File: config.mk
export PLATFORM = sky130hd
export DESIGN_NAME = rbw_bank
export DESIGN_NICKNAME = d
export VERILOG_FILES = /design/src/rbw_pkg.sv /design/src/rbw_win_if.sv /design/src/rbw_window_reg.sv /design/src/rbw_window_decode.sv /design/src/rbw_bank.sv
export VERILOG_INCLUDE_DIRS = /design/src /design/src/src
export SDC_FILE = /design/constraint.sdc
export NUM_CORES = 1
export LEC_CHECK = 0
export ABC_AREA = 1
export CAP_MARGIN = 10
export CORE_ASPECT_RATIO = 1.4
export CORE_MARGIN = 1.5
export CORE_UTILIZATION = 52
export DETAILED_ROUTE_END_ITERATION = 16
export DONT_BUFFER_PORTS = 1
export GPL_ROUTABILITY_DRIVEN = 0
export PLACE_DENSITY = 0.7
export SLEW_MARGIN = 20
export SYNTH_ARGS = -nofsm -noshare
export SYNTH_HDL_FRONTEND = slang
export SYNTH_HIERARCHICAL = 1
export SYNTH_SLANG_ARGS = --single-unit
export TNS_END_PERCENT = 10
File: constraint.sdc
create_clock -name clk_sys -period 1.65 [get_ports clk_sys]
set_clock_uncertainty 0.15 [all_clocks]
set_input_delay 0.165 -clock clk_sys [delete_from_list [all_inputs] [get_ports clk_sys]]
set_output_delay 0.165 -clock clk_sys [all_outputs]
set_load 0.01 [all_outputs]
File: src/rbw_consts.svh
// Offsets, field positions and reset values of the remap window base registers
`ifndef RBW_CONSTS_SVH
`define RBW_CONSTS_SVH

// ----------------------------------------------------------------
// Register offsets in the chipset register space
// ----------------------------------------------------------------
`define RBW_OFS_CHAN0     12'h020
`define RBW_OFS_CHAN1     12'h028
`define RBW_OFS_QW_MSB    11
`define RBW_OFS_QW_LSB    3

// ----------------------------------------------------------------
// Field layout of one window register
// ----------------------------------------------------------------
`define RBW_BASE_MSB      63
`define RBW_BASE_LSB      12
`define RBW_RSVD_MSB      11
`define RBW_RSVD_LSB      1
`define RBW_EN_BIT        0
`define RBW_RSVD_VAL      11'h000
`define RBW_OFFSET_MSB    11
`define RBW_OFFSET_LSB    0

// Base bits that correspond to address bits 63:32
`define RBW_HI_MSB        51
`define RBW_HI_LSB        20
`define RBW_HI_ZERO       32'h0000_0000

// Memory address bits that lie above the 4 GB range
`define RBW_ADDR_HI_MSB   63
`define RBW_ADDR_HI_LSB   32

// ----------------------------------------------------------------
// Reset values
// ----------------------------------------------------------------
`define RBW_BASE_RST      52'h0_0000_0000_0000
`define RBW_EN_RST        1'h0
`define RBW_WORD_ZERO     64'h0000_0000_0000_0000
`define RBW_OFFSET_ZERO   12'h000

// ----------------------------------------------------------------
// Structure
// ----------------------------------------------------------------
`define RBW_NUM_BYTES     8
`define RBW_NUM_WIN       2
`define RBW_CHAN0         0
`define RBW_CHAN1         1

`endif

File: src/rbw_pkg.sv
// Types shared by the remap window base register bank
package rbw_pkg;

    typedef logic [51:0] rbw_base_type;
    typedef logic [63:0] rbw_word_type;
    typedef logic [7:0]  rbw_be_type;
    typedef logic [11:0] rbw_offset_type;

    // One-hot selection of the remap register set that a claim reaches
    typedef enum logic [1:0] {
        RBW_SEL_CHAN0 = 2'h1,
        RBW_SEL_CHAN1 = 2'h2
    } rbw_sel_type;

endpackage

File: src/rbw_win_if.sv
// Carrier between the bank, one window register and its decoder
`timescale 1ns/100ps
interface rbw_win_if;
    import rbw_pkg::*;

    logic         wr;
    rbw_be_type   be;
    rbw_word_type wdata;
    logic         wr_allow;
    rbw_base_type base;
    logic         en;
    logic         mem_valid;
    rbw_word_type mem_addr;
    logic         hit;

    modport ctl (output wr, output be, output wdata, output wr_allow,
                 output mem_valid, output mem_addr,
                 input base, input en, input hit);
    modport regs (input wr, input be, input wdata, input wr_allow,
                  output base, output en);
    modport dec (input base, input en, input mem_valid, input mem_addr,
                 output hit);
endinterface

File: src/rbw_window_reg.sv
// One 64-bit window base register with byte enables and write lock
`timescale 1ns/100ps
`include "rbw_consts.svh"
module rbw_window_reg
    import rbw_pkg::*;
(
    input  wire logic clk_sys,
    input  wire logic rst,
    rbw_win_if.regs   w
);

    rbw_word_type cur_word;
    rbw_word_type nxt_word;
    rbw_base_type base_ff;
    logic         en_ff;

    assign cur_word = {base_ff, `RBW_RSVD_VAL, en_ff};

    // ----------------------------------------------------------------
    // Byte merge
    // ----------------------------------------------------------------
    genvar gi;
    generate
        for (gi = 0; gi < `RBW_NUM_BYTES; gi++) begin : g_byte
            assign nxt_word[gi*8 +: 8] = w.be[gi] ? w.wdata[gi*8 +: 8] : cur_word[gi*8 +: 8];
        end
    endgenerate

    // ----------------------------------------------------------------
    // Storage
    // ----------------------------------------------------------------
    // Reserved bits 11:1 are never stored, so writes to them vanish
    always_ff @(posedge clk_sys) begin
        if (rst) begin
            base_ff <= `RBW_BASE_RST;
            en_ff   <= `RBW_EN_RST;
        end else if (w.wr && w.wr_allow) begin
            base_ff <= nxt_word[`RBW_BASE_MSB:`RBW_BASE_LSB];
            en_ff   <= nxt_word[`RBW_EN_BIT];
        end
    end

    assign w.base = base_ff;
    assign w.en   = en_ff;

endmodule

File: src/rbw_window_decode.sv
// Address match of one 4-KB remap window
`timescale 1ns/100ps
`include "rbw_consts.svh"
module rbw_window_decode
    import rbw_pkg::*;
(
    rbw_win_if.dec w
);

    logic base_match;
    logic below_4g;

    // Whole aligned block only: low 12 address bits never take part
    assign base_match = (w.mem_addr[`RBW_BASE_MSB:`RBW_BASE_LSB] == w.base);
    // A base above 4 GB is never claimed
    assign below_4g   = (w.base[`RBW_HI_MSB:`RBW_HI_LSB] == `RBW_HI_ZERO);
    assign w.hit      = w.mem_valid && w.en && base_match && below_4g;

endmodule

File: src/rbw_bank.sv
// Remap window base register bank for two virtual-channel remap register sets
//
// Functional notes
// - Bits 63:12 hold a writable base; address bits below 12 are zero.
// - The base places one aligned 4-KB block inside the 4-GB range.
// - No memory behind the window; accesses reach only the remap registers.
// - Enable bit 0 clear means no access inside the window is claimed.
// - Enable bit set means window hits are claimed and decoded.
// - With remap capability disabled, base and enable ignore writes.
// - A locked parent register-space base also locks both window registers.
// - First window maps the channel 0 set for graphics port and link.
// - Second window maps the channel 1 set of the link only.
// - Second window register sits at offset 0x28 through 0x2F.
// - Bits 11:1 are reserved, read-only and return zero.
`timescale 1ns/100ps
`include "rbw_consts.svh"
module rbw_bank
    import rbw_pkg::*;
(
    input  wire logic           clk_sys,
    input  wire logic           rst,
    input  wire logic           remap_cap_en,
    input  wire logic           regspace_locked,
    input  wire logic           reg_wr,
    input  wire logic           reg_rd,
    input  wire rbw_offset_type reg_addr,
    input  wire rbw_be_type     reg_be,
    input  wire rbw_word_type   reg_wdata,
    output logic                reg_ack,
    output rbw_word_type        reg_rdata,
    input  wire logic           mem_valid,
    input  wire rbw_word_type   mem_addr,
    output logic                mem_claim,
    output rbw_sel_type         mem_sel,
    output rbw_offset_type      mem_offset,
    output logic                chan0_remap_window_en,
    output logic                chan1_remap_window_en
);

    // ----------------------------------------------------------------
    // Window instances
    // ----------------------------------------------------------------
    rbw_win_if win_if [`RBW_NUM_WIN] ();

    logic                    wr_allow;
    logic [`RBW_NUM_WIN-1:0] reg_sel;
    logic [`RBW_NUM_WIN-1:0] win_hit;
    rbw_base_type            win_base [`RBW_NUM_WIN];
    logic [`RBW_NUM_WIN-1:0] win_en;
    rbw_offset_type          win_ofs  [`RBW_NUM_WIN];

    assign win_ofs[`RBW_CHAN0] = `RBW_OFS_CHAN0;
    assign win_ofs[`RBW_CHAN1] = `RBW_OFS_CHAN1;

    // Both lock sources only gate writes; reads always return the image
    assign wr_allow = remap_cap_en && !regspace_locked;

    genvar gw;
    generate
        for (gw = 0; gw < `RBW_NUM_WIN; gw++) begin : g_win
            assign reg_sel[gw] = (reg_addr[`RBW_OFS_QW_MSB:`RBW_OFS_QW_LSB]
                                  == win_ofs[gw][`RBW_OFS_QW_MSB:`RBW_OFS_QW_LSB]);
            assign win_if[gw].wr        = reg_wr && reg_sel[gw];
            assign win_if[gw].be        = reg_be;
            assign win_if[gw].wdata     = reg_wdata;
            assign win_if[gw].wr_allow  = wr_allow;
            assign win_if[gw].mem_valid = mem_valid;
            assign win_if[gw].mem_addr  = mem_addr;
            assign win_base[gw]         = win_if[gw].base;
            assign win_en[gw]           = win_if[gw].en;
            assign win_hit[gw]          = win_if[gw].hit;

            rbw_window_reg u_reg (
                .clk_sys (clk_sys),
                .rst     (rst),
                .w       (win_if[gw])
            );

            rbw_window_decode u_dec (
                .w (win_if[gw])
            );
        end
    endgenerate

    assign chan0_remap_window_en = win_en[`RBW_CHAN0];
    assign chan1_remap_window_en = win_en[`RBW_CHAN1];

    // ----------------------------------------------------------------
    // Register read and acknowledge
    // ----------------------------------------------------------------
    logic         reg_ack_ff;
    rbw_word_type reg_rdata_ff;
    rbw_word_type nxt_rdata;

    always_comb begin
        nxt_rdata = `RBW_WORD_ZERO;
        if (reg_sel[`RBW_CHAN0]) begin
            nxt_rdata = {win_base[`RBW_CHAN0], `RBW_RSVD_VAL, win_en[`RBW_CHAN0]};
        end else if (reg_sel[`RBW_CHAN1]) begin
            nxt_rdata = {win_base[`RBW_CHAN1], `RBW_RSVD_VAL, win_en[`RBW_CHAN1]};
        end
    end

    // Unmapped offsets get no acknowledge; the parent space answers them
    always_ff @(posedge clk_sys) begin
        if (rst) begin
            reg_ack_ff <= 1'h0;
        end else begin
            reg_ack_ff <= (reg_wr || reg_rd) && (|reg_sel);
        end
    end

    always_ff @(posedge clk_sys) begin
        if (rst) begin
            reg_rdata_ff <= `RBW_WORD_ZERO;
        end else if (reg_rd && (|reg_sel)) begin
            reg_rdata_ff <= nxt_rdata;
        end
    end

    assign reg_ack   = reg_ack_ff;
    assign reg_rdata = reg_rdata_ff;

    // ----------------------------------------------------------------
    // Memory claim
    // ----------------------------------------------------------------
    logic           mem_claim_ff;
    rbw_sel_type    mem_sel_ff;
    rbw_offset_type mem_offset_ff;

    // Overlapping windows resolve to channel 0 so a claim is never doubled
    always_ff @(posedge clk_sys) begin
        if (rst) begin
            mem_claim_ff <= 1'h0;
            mem_sel_ff   <= RBW_SEL_CHAN0;
        end else begin
            mem_claim_ff <= |win_hit;
            if (win_hit[`RBW_CHAN0]) begin
                mem_sel_ff <= RBW_SEL_CHAN0;
            end else if (win_hit[`RBW_CHAN1]) begin
                mem_sel_ff <= RBW_SEL_CHAN1;
            end
        end
    end

    // Only the in-window offset goes on; nothing else sits behind the window
    always_ff @(posedge clk_sys) begin
        if (rst) begin
            mem_offset_ff <= `RBW_OFFSET_ZERO;
        end else if (|win_hit) begin
            mem_offset_ff <= mem_addr[`RBW_OFFSET_MSB:`RBW_OFFSET_LSB];
        end
    end

    assign mem_claim  = mem_claim_ff;
    assign mem_sel    = mem_sel_ff;
    assign mem_offset = mem_offset_ff;

    // ----------------------------------------------------------------
    // Assertions
    // ----------------------------------------------------------------
    logic full_wr1;
    logic full_wr0;
    assign full_wr1 = reg_wr && reg_sel[`RBW_CHAN1] && (&reg_be) && wr_allow;
    assign full_wr0 = reg_wr && reg_sel[`RBW_CHAN0] && (&reg_be) && wr_allow;

    a_chan1_base_write: assert property (
        @(posedge clk_sys) disable iff (rst)
        full_wr1 |=> (win_base[`RBW_CHAN1] == $past(reg_wdata[`RBW_BASE_MSB:`RBW_BASE_LSB]))
                     && (win_en[`RBW_CHAN1] == $past(reg_wdata[`RBW_EN_BIT]))
    ) else $error("channel 1 register did not take a full write at 0x28");

    a_chan0_base_write: assert property (
        @(posedge clk_sys) disable iff (rst)
        full_wr0 |=> (win_base[`RBW_CHAN0] == $past(reg_wdata[`RBW_BASE_MSB:`RBW_BASE_LSB]))
                     ##1 $stable(win_base[`RBW_CHAN0]) || $past(reg_wr)
    ) else $error("channel 0 base field did not take the written value");

    a_cap_off_hold: assert property (
        @(posedge clk_sys) disable iff (rst)
        (reg_wr && !remap_cap_en) |=> $stable(win_base[`RBW_CHAN0]) && $stable(win_en)
                                      && $stable(win_base[`RBW_CHAN1])
    ) else $error("window register changed while remap capability was off");

    a_lock_hold: assert property (
        @(posedge clk_sys) disable iff (rst)
        regspace_locked [*2] |-> $stable(win_en) && $stable(win_base[`RBW_CHAN0])
                                 && $stable(win_base[`RBW_CHAN1])
    ) else $error("window register changed while parent space was locked");

    a_no_claim_off: assert property (
        @(posedge clk_sys) disable iff (rst)
        (win_en == 2'h0) |=> !mem_claim
    ) else $error("memory claimed with both windows disabled");

    a_claim_on_hit: assert property (
        @(posedge clk_sys) disable iff (rst)
        (mem_valid && win_en[`RBW_CHAN1]
         && (mem_addr[`RBW_BASE_MSB:`RBW_BASE_LSB] == win_base[`RBW_CHAN1])
         && (win_base[`RBW_CHAN1][`RBW_HI_MSB:`RBW_HI_LSB] == `RBW_HI_ZERO))
        |=> mem_claim && (mem_offset == $past(mem_addr[`RBW_OFFSET_MSB:`RBW_OFFSET_LSB]))
    ) else $error("enabled window hit was not claimed with its offset");

    a_chan0_select: assert property (
        @(posedge clk_sys) disable iff (rst)
        win_hit[`RBW_CHAN0] |=> mem_claim && (mem_sel == RBW_SEL_CHAN0)
    ) else $error("channel 0 hit did not select the channel 0 set");

    a_chan1_select: assert property (
        @(posedge clk_sys) disable iff (rst)
        (win_hit[`RBW_CHAN1] && !win_hit[`RBW_CHAN0]) |=> (mem_sel == RBW_SEL_CHAN1)
    ) else $error("channel 1 only hit did not select the channel 1 set");

    a_whole_window: assert property (
        @(posedge clk_sys) disable iff (rst)
        mem_claim |-> $past(mem_valid)
                      && (($past(mem_addr[`RBW_BASE_MSB:`RBW_BASE_LSB])
                           == $past(win_base[`RBW_CHAN0])) && $past(win_en[`RBW_CHAN0])
                          || ($past(mem_addr[`RBW_BASE_MSB:`RBW_BASE_LSB])
                           == $past(win_base[`RBW_CHAN1])) && $past(win_en[`RBW_CHAN1]))
    ) else $error("claim outside every enabled aligned window");

    // An address above 4 GB can only match a base above 4 GB, so it is never claimed
    a_below_4g: assert property (
        @(posedge clk_sys) disable iff (rst)
        (mem_valid
         && ((mem_addr[`RBW_ADDR_HI_MSB:`RBW_ADDR_HI_LSB] != `RBW_HI_ZERO)
             || ((win_base[`RBW_CHAN0][`RBW_HI_MSB:`RBW_HI_LSB] != `RBW_HI_ZERO)
                 && (win_base[`RBW_CHAN1][`RBW_HI_MSB:`RBW_HI_LSB] != `RBW_HI_ZERO))))
        |=> !mem_claim
    ) else $error("window above 4 GB was claimed");

    a_rsvd_zero: assert property (
        @(posedge clk_sys) disable iff (rst)
        (reg_rd && (|reg_sel)) |=> reg_ack
                                   && (reg_rdata[`RBW_RSVD_MSB:`RBW_RSVD_LSB] == `RBW_RSVD_VAL)
    ) else $error("reserved bits did not read as zero");

    a_reset_clear: assert property (
        @(posedge clk_sys)
        rst |=> (win_en == 2'h0) && (win_base[`RBW_CHAN0] == `RBW_BASE_RST)
                && (win_base[`RBW_CHAN1] == `RBW_BASE_RST) && !mem_claim
    ) else $error("reset did not clear the window registers");

    a_claim_offset: assert property (
        @(posedge clk_sys) disable iff (rst)
        mem_claim |-> (mem_offset == $past(mem_addr[`RBW_OFFSET_MSB:`RBW_OFFSET_LSB]))
    ) else $error("claimed offset does not match the access");

    a_claim_needs_valid: assert property (
        @(posedge clk_sys) disable iff (rst)
        !mem_valid |=> !mem_claim
    ) else $error("claim raised without a memory access");

    a_sel_one_hot: assert property (
        @(posedge clk_sys) disable iff (rst)
        (mem_sel == RBW_SEL_CHAN0) || (mem_sel == RBW_SEL_CHAN1)
    ) else $error("remap set selection is not one-hot");

    a_write_ack: assert property (
        @(posedge clk_sys) disable iff (rst)
        (reg_wr && (|reg_sel)) |=> reg_ack
    ) else $error("mapped write was not acknowledged");

    a_unmapped_no_ack: assert property (
        @(posedge clk_sys) disable iff (rst)
        ((reg_wr || reg_rd) && !(|reg_sel)) |=> !reg_ack
    ) else $error("unmapped offset was acknowledged");

    a_idle_no_ack: assert property (
        @(posedge clk_sys) disable iff (rst)
        !(reg_wr || reg_rd) |=> !reg_ack
    ) else $error("acknowledge without a register request");

    a_rdata_hold: assert property (
        @(posedge clk_sys) disable iff (rst)
        !(reg_rd && (|reg_sel)) |=> $stable(reg_rdata)
    ) else $error("read data changed without a mapped read");

    // ----------------------------------------------------------------
    // Cover points
    // ----------------------------------------------------------------

    c_chan0_claim: cover property (
        @(posedge clk_sys) disable iff (rst)
        mem_claim && (mem_sel == RBW_SEL_CHAN0)
    );

    c_chan1_claim: cover property (
        @(posedge clk_sys) disable iff (rst)
        mem_claim && (mem_sel == RBW_SEL_CHAN1)
    );

    c_locked_write: cover property (
        @(posedge clk_sys) disable iff (rst)
        reg_wr && (|reg_sel) && regspace_locked
    );

    c_read_back: cover property (
        @(posedge clk_sys) disable iff (rst)
        full_wr0 ##1 (reg_rd && reg_sel[`RBW_CHAN0]) ##1 reg_ack
    );

    // Both windows hit at once: exercises the channel 0 priority
    c_overlap_hit: cover property (
        @(posedge clk_sys) disable iff (rst)
        &win_hit
    );

endmodule

* Word-level counts from Yosys, hierarchy flattened *
Cells that the tools add are included.

word-level totals
  bits in registers = 186
  logic and storage cells = 63

operators by class
  muxes and demuxes = 2
  reductions and logical operators = 36
  equality and inequality tests = 4

operators with widths
  operator              count
  $mux W64              2
  $eq A52 B52 Y1        2
  $logic_not A32 Y1     2
  $reduce_and A2 Y1     16
  $eq A9 B3 Y1 const B  2
  $logic_and A1 B1 Y1   13
  $reduce_or A2 Y1      3
  $logic_not A1 Y1      1
  $logic_or A1 B1 Y1    1

* Longest topological paths before layout *
  word-level depth = 4
  depth in mapped cells = 15
  depth with buffers taken out = 14

* By module *
Netlist, hierarchy kept.

modules (own cells, without submodules)
  module             area each (um2)  cells an instance  times used
  rbw_window_reg     2288.4           340                2
  rbw_bank           3666.0           611                1
  rbw_window_decode  1083.5           253                2

* Least setup slack after synthesis *
OpenSTA, ideal clock, no wires.

  path type = flip-flop to flip-flop
  start point = register g_win[1].u_reg.en_ff
  end point = register mem_offset_ff[10], in the netlist mem_offset[10]
  arrival time = 1.570 ns
  slack = -0.135 ns
  stages on the path, launching flop included = 14
  clock period less this slack = 1.785 ns
  path through = dfxtp_1 nand2_1 nor2_1 nand3_1 nor2_1 nand2_1 nor2_1 nand2_1 nor2_1 nor2_1 inv_1 clkbuf_1 nor2_1 nor2_1

on the way
  cells in the longest elaborated chain, start to end = 4

RTL lines
  element                           RTL line                 RTL
  start, declared                   rbw_window_reg.sv:15     logic en_ff;
  start signal, assigned            rbw_window_reg.sv:36     en_ff <= `RBW_EN_RST;
  start signal, assigned            rbw_window_reg.sv:39     en_ff <= nxt_word[`RBW_EN_BIT];
  $logic_and A1 B1 Y1 (3 in a row)  rbw_window_decode.sv:17  assign w.hit = w.mem_valid && w.en && base_match && below_4g;
  via win_if[1].hit                 rbw_win_if.sv:14         logic hit;
  $reduce_or A2 Y1                  rbw_bank.sv:150          end else if (|win_hit) begin
  end signal, assigned              rbw_bank.sv:149          mem_offset_ff <= `RBW_OFFSET_ZERO;
  end signal, assigned              rbw_bank.sv:151          mem_offset_ff <= mem_addr[`RBW_OFFSET_MSB:`RBW_OFFSET_LSB];
  end, declared                     rbw_bank.sv:129          rbw_offset_type mem_offset_ff;

The timed path passes the listed nets, and every way through them passes these cells.
A chain may end at the register's enable or synchronous reset.

* Worst setup path after layout *
  start point = register g_win[1].u_reg.base_ff[8]
  end point = register mem_offset_ff[10], in the netlist mem_offset[10]

on the way
  cells in the longest elaborated chain, start to end = 4

RTL lines
  element                           RTL line                 RTL
  start, declared                   rbw_window_reg.sv:14     rbw_base_type base_ff;
  start signal, assigned            rbw_window_reg.sv:35     base_ff <= `RBW_BASE_RST;
  start signal, assigned            rbw_window_reg.sv:38     base_ff <= nxt_word[`RBW_BASE_MSB:`RBW_BASE_LSB];
  $eq A52 B52 Y1                    rbw_window_decode.sv:14  assign base_match = (w.mem_addr[`RBW_BASE_MSB:`RBW_BASE_LSB] == w.base);
  $logic_and A1 B1 Y1 (2 in a row)  rbw_window_decode.sv:17
  via win_if[1].hit                 rbw_win_if.sv:14
  $reduce_or A2 Y1                  rbw_bank.sv:150

The timed path passes the listed nets, and every way through them passes these cells.

==> results.ini <==
[outcome]
outcome = finished, violations left
failed_checks = setup timing

[power]
peakVddDrop_uv = 639
power_frac_seq = 0.460
total_leakage_power_nw = 6.95
total_switching_power_mw = 2.46
clock_power_share = 0.465
combinationalPowerShare = 0.075
cellInternalPower_mw = 6.70
power_per_cell_area_mw_per_mm2 = 701
netSwitchingFraction = 0.269

[setup_path]
crit_path_max_incr_delay_ns = 0.34
timing.critical_path.buf_inv = 3
start_kind = flop
timing.critical_path.cells = xnor2_2 -> buf_4 -> nand2_1 -> nor2_2 -> nand2_1 -> nor2_1 -> nand2_1 -> nor2_4 -> nor2_4 -> inv_2 -> buf_12 -> nor2_2 -> nor2_1
critical-path-slowest-cell = dfxtp_2
worst_path_dominant_cell_family = simple AND/OR/NAND/NOR gates
endpoint_kind = flop
cpMostUsedCell = nand2_1
worstSetupPathType = flop to flop
timing.critical_path.arrival_ns = 2.06
critical_path.max_fanout = 12
critical_path_required_ns = 1.84

[timing]
final.setup.tns_ns = -2.74
worst_hold_slack_ns = 0.0477
fmax_ghz = 0.537
period_needed_ns = 1.86
hold_viol_final = 0
setup_violations = 15
timing.final.crit_share = 1.13
report.final.slew_viol_count = 0
grt_setup_unrepaired = true
postLayoutSetupSlackWorst_ns = -0.212

[logic_synthesis]
synth_area_per_cell_um2 = 5.79
postSynthRegisterBits = 175
yosysSeqAreaShare = 0.337
synth.yosys.warnings = 6
syn-cell-area_mm2 = 0.0104
yosys.cell_types.count = 25
syn-instance-count = 1797

[clock_tree]
root_buffer = clkbuf_16
clock-sinks = 175
tritoncts.num_buffers = 17
clock_tree.buffer_depth = 2
cts_tree = done
worst_skew_pair.late_latency_ns = 0.45
h-tree-depth = 4
clk_pin_slew_ns = 0.08

[layout]
layoutNonFillerInstCount = 2210
drive_gt1_frac = 0.145
layout.cells.most_common = nand2_1
layout_overhead_on_the_synthesized_area_pct = 25.6
nets = 2100
antenna_cells_inserted = 0
layout_common_cells = nand2_1 (569), nor2_1 (410), inv_1 (302), dfxtp_1 (128), nand3_1 (113)

[floorplanning]
die_area_mm2 = 0.0209
core_region_area_mm2 = 0.0198
floorplan.initialDensity = 0.527
rows = 61
die_y_um = 170
die_w_um = 123
floorplan.io_pins = 237

[flow_run]
max_cap_violations = 0

[global_route]
first_pass_grt_wire_length_mm = 51.3
number_of_antenna_violations_at_the_first_check_in_global_routing = 0
grt_overflow = 0
grt_start_max_net_pins = 107
first_global_vias = 10096
global_routing_usage_summed_across_all_routing_layers = 0.319

[detailed_routing]
final_antenna_net_count = 0
routed_wirelength_mm = 33.3
drt-vias-per-instance = 4.87
drt_first_pass_iters = 5
routed_length_per_instance_um = 15.1
drt_first_iter_violations = 773
drc_errors = 0
vias = 10772

[placed_design]
dp.final_hpwl_mm = 23.5
port_buffers = 0
numPlacedInstances = 2096

[min_path]
worst_min_delay_path_class = primary input to flop

cell usage after synthesis:
library cell  count  share of area
nor2_4            1         0.0011
nand4_1          14         0.0084
clkbuf_1         27         0.0097
o21a_1            1        0.00072
nand2_1         578           0.21
nand3_4          12          0.020
clkinv_1          2        0.00072
inv_2            10         0.0036
xor2_1            4         0.0034
buf_6            16          0.017
nand3_2           3         0.0029
o21ai_1          10         0.0048
nor2_1          433           0.16
nand3_1         113          0.054
nor3_1            1        0.00048
buf_1             1        0.00036
dfxtp_1         175           0.34
buf_4            14          0.010
conb_1            1        0.00036
nor2_2            5         0.0030
buf_2            20         0.0096
xnor2_1          36          0.030
inv_1           304           0.11
o21ai_0          14         0.0067
or2_0             2         0.0012
cells by family (layout without fill, tap and decap cells):
family / count (synthesis) / after routing / synth area share
compound gates: 25 / 25 / 0.0123
xor+xnor: 40 / 40 / 0.0337
simple gates: 1162 / 1162 / 0.456
buf+inv: 394 / 545 / 0.161
flops: 175 / 175 / 0.337
other cells: 1 / 11 / 0.000360
registers in the layout, summed over array words and instances, names as in the netlist:
name / flops
g_win.u_reg/w.base: 104
reg_rdata: 53
mem_offset: 12
g_win.u_reg/w.en: 2
mem_sel: 2
mem_claim: 1
reg_ack: 1
what timing repair did:
| item | in CTS | in global routing |
|---|---|---|
| buffers inserted | 2 | 0 |
| pin swaps | 15 | 20 |
| endpoints found under the hold margin | 175 | 1 |
| resized for setup | 60 | 54 |
| gates cloned | 0 | 1 |
| hold buffers | 78 | 1 |
| setup endpoints to repair | 15 | 16 |
worst paths after layout:
path                            start             endpoint  slack (ns)  depth (start not counted)
min reg2reg                mem_sel[0]           mem_sel[0]        0.36                          2
max reg2reg  g_win[1].u_reg/w.base[8]       mem_offset[10]       -0.21                         13
min                   regspace_locked  g_win[1].u_reg/w.en        0.05                          5
max          g_win[1].u_reg/w.base[8]       mem_offset[10]       -0.21                         13
metrics by stage:
stage               instance area, um^2  utilization  setup WS (ns)  power (mW)
finish                            13100        0.661         -0.212        9.17
global route                      13100        0.661         -0.304        9.42
global placement                  11400        0.575         -0.368        4.79
detailed placement                11400        0.575         -0.398        4.79
floorplan                         10500            -        0.00104        4.66
CTS                               12900        0.652         -0.167        9.21
cell type report:
type,count,area (um^2)
Clock buffer,17,425
Clock inverter,15,188
Fill cell,1782,6700
Inverter,316,1190
Multi-Input combinational cell,1238,5520
Sequential cell,175,3570
Tap cell,252,315
Timing Repair Buffer,197,1860
tightest hold or removal path, cell delays in order:
cell	delay [ns]
nor2_4	0.02
buf_12	0.16
nand3_1	0.11
nor2_1	0.06
nor2_1	0.09
routing by layer:
metal  GRT usage  wire length (um)  vias to the layer above
met1       0.355             12700                     4771
met3      0.0878              2850                       85
met5           0                 0                        -
met4       0.160              1580                        0
met2       0.552             16200                      406
li1            -                 -                     5510
power by group through the flow:
stage | Combinational (mW) | Clock, mW | Sequential, mW
floorplan | 0.337 | 0 | 4.33
global placement | 0.459 | 0 | 4.33
detailed placement | 0.462 | 0 | 4.33
finish | 0.684 | 4.26 | 4.22
global route | 0.738 | 4.47 | 4.22
CTS | 0.659 | 4.33 | 4.22
(Power assumes the default switching activity.)
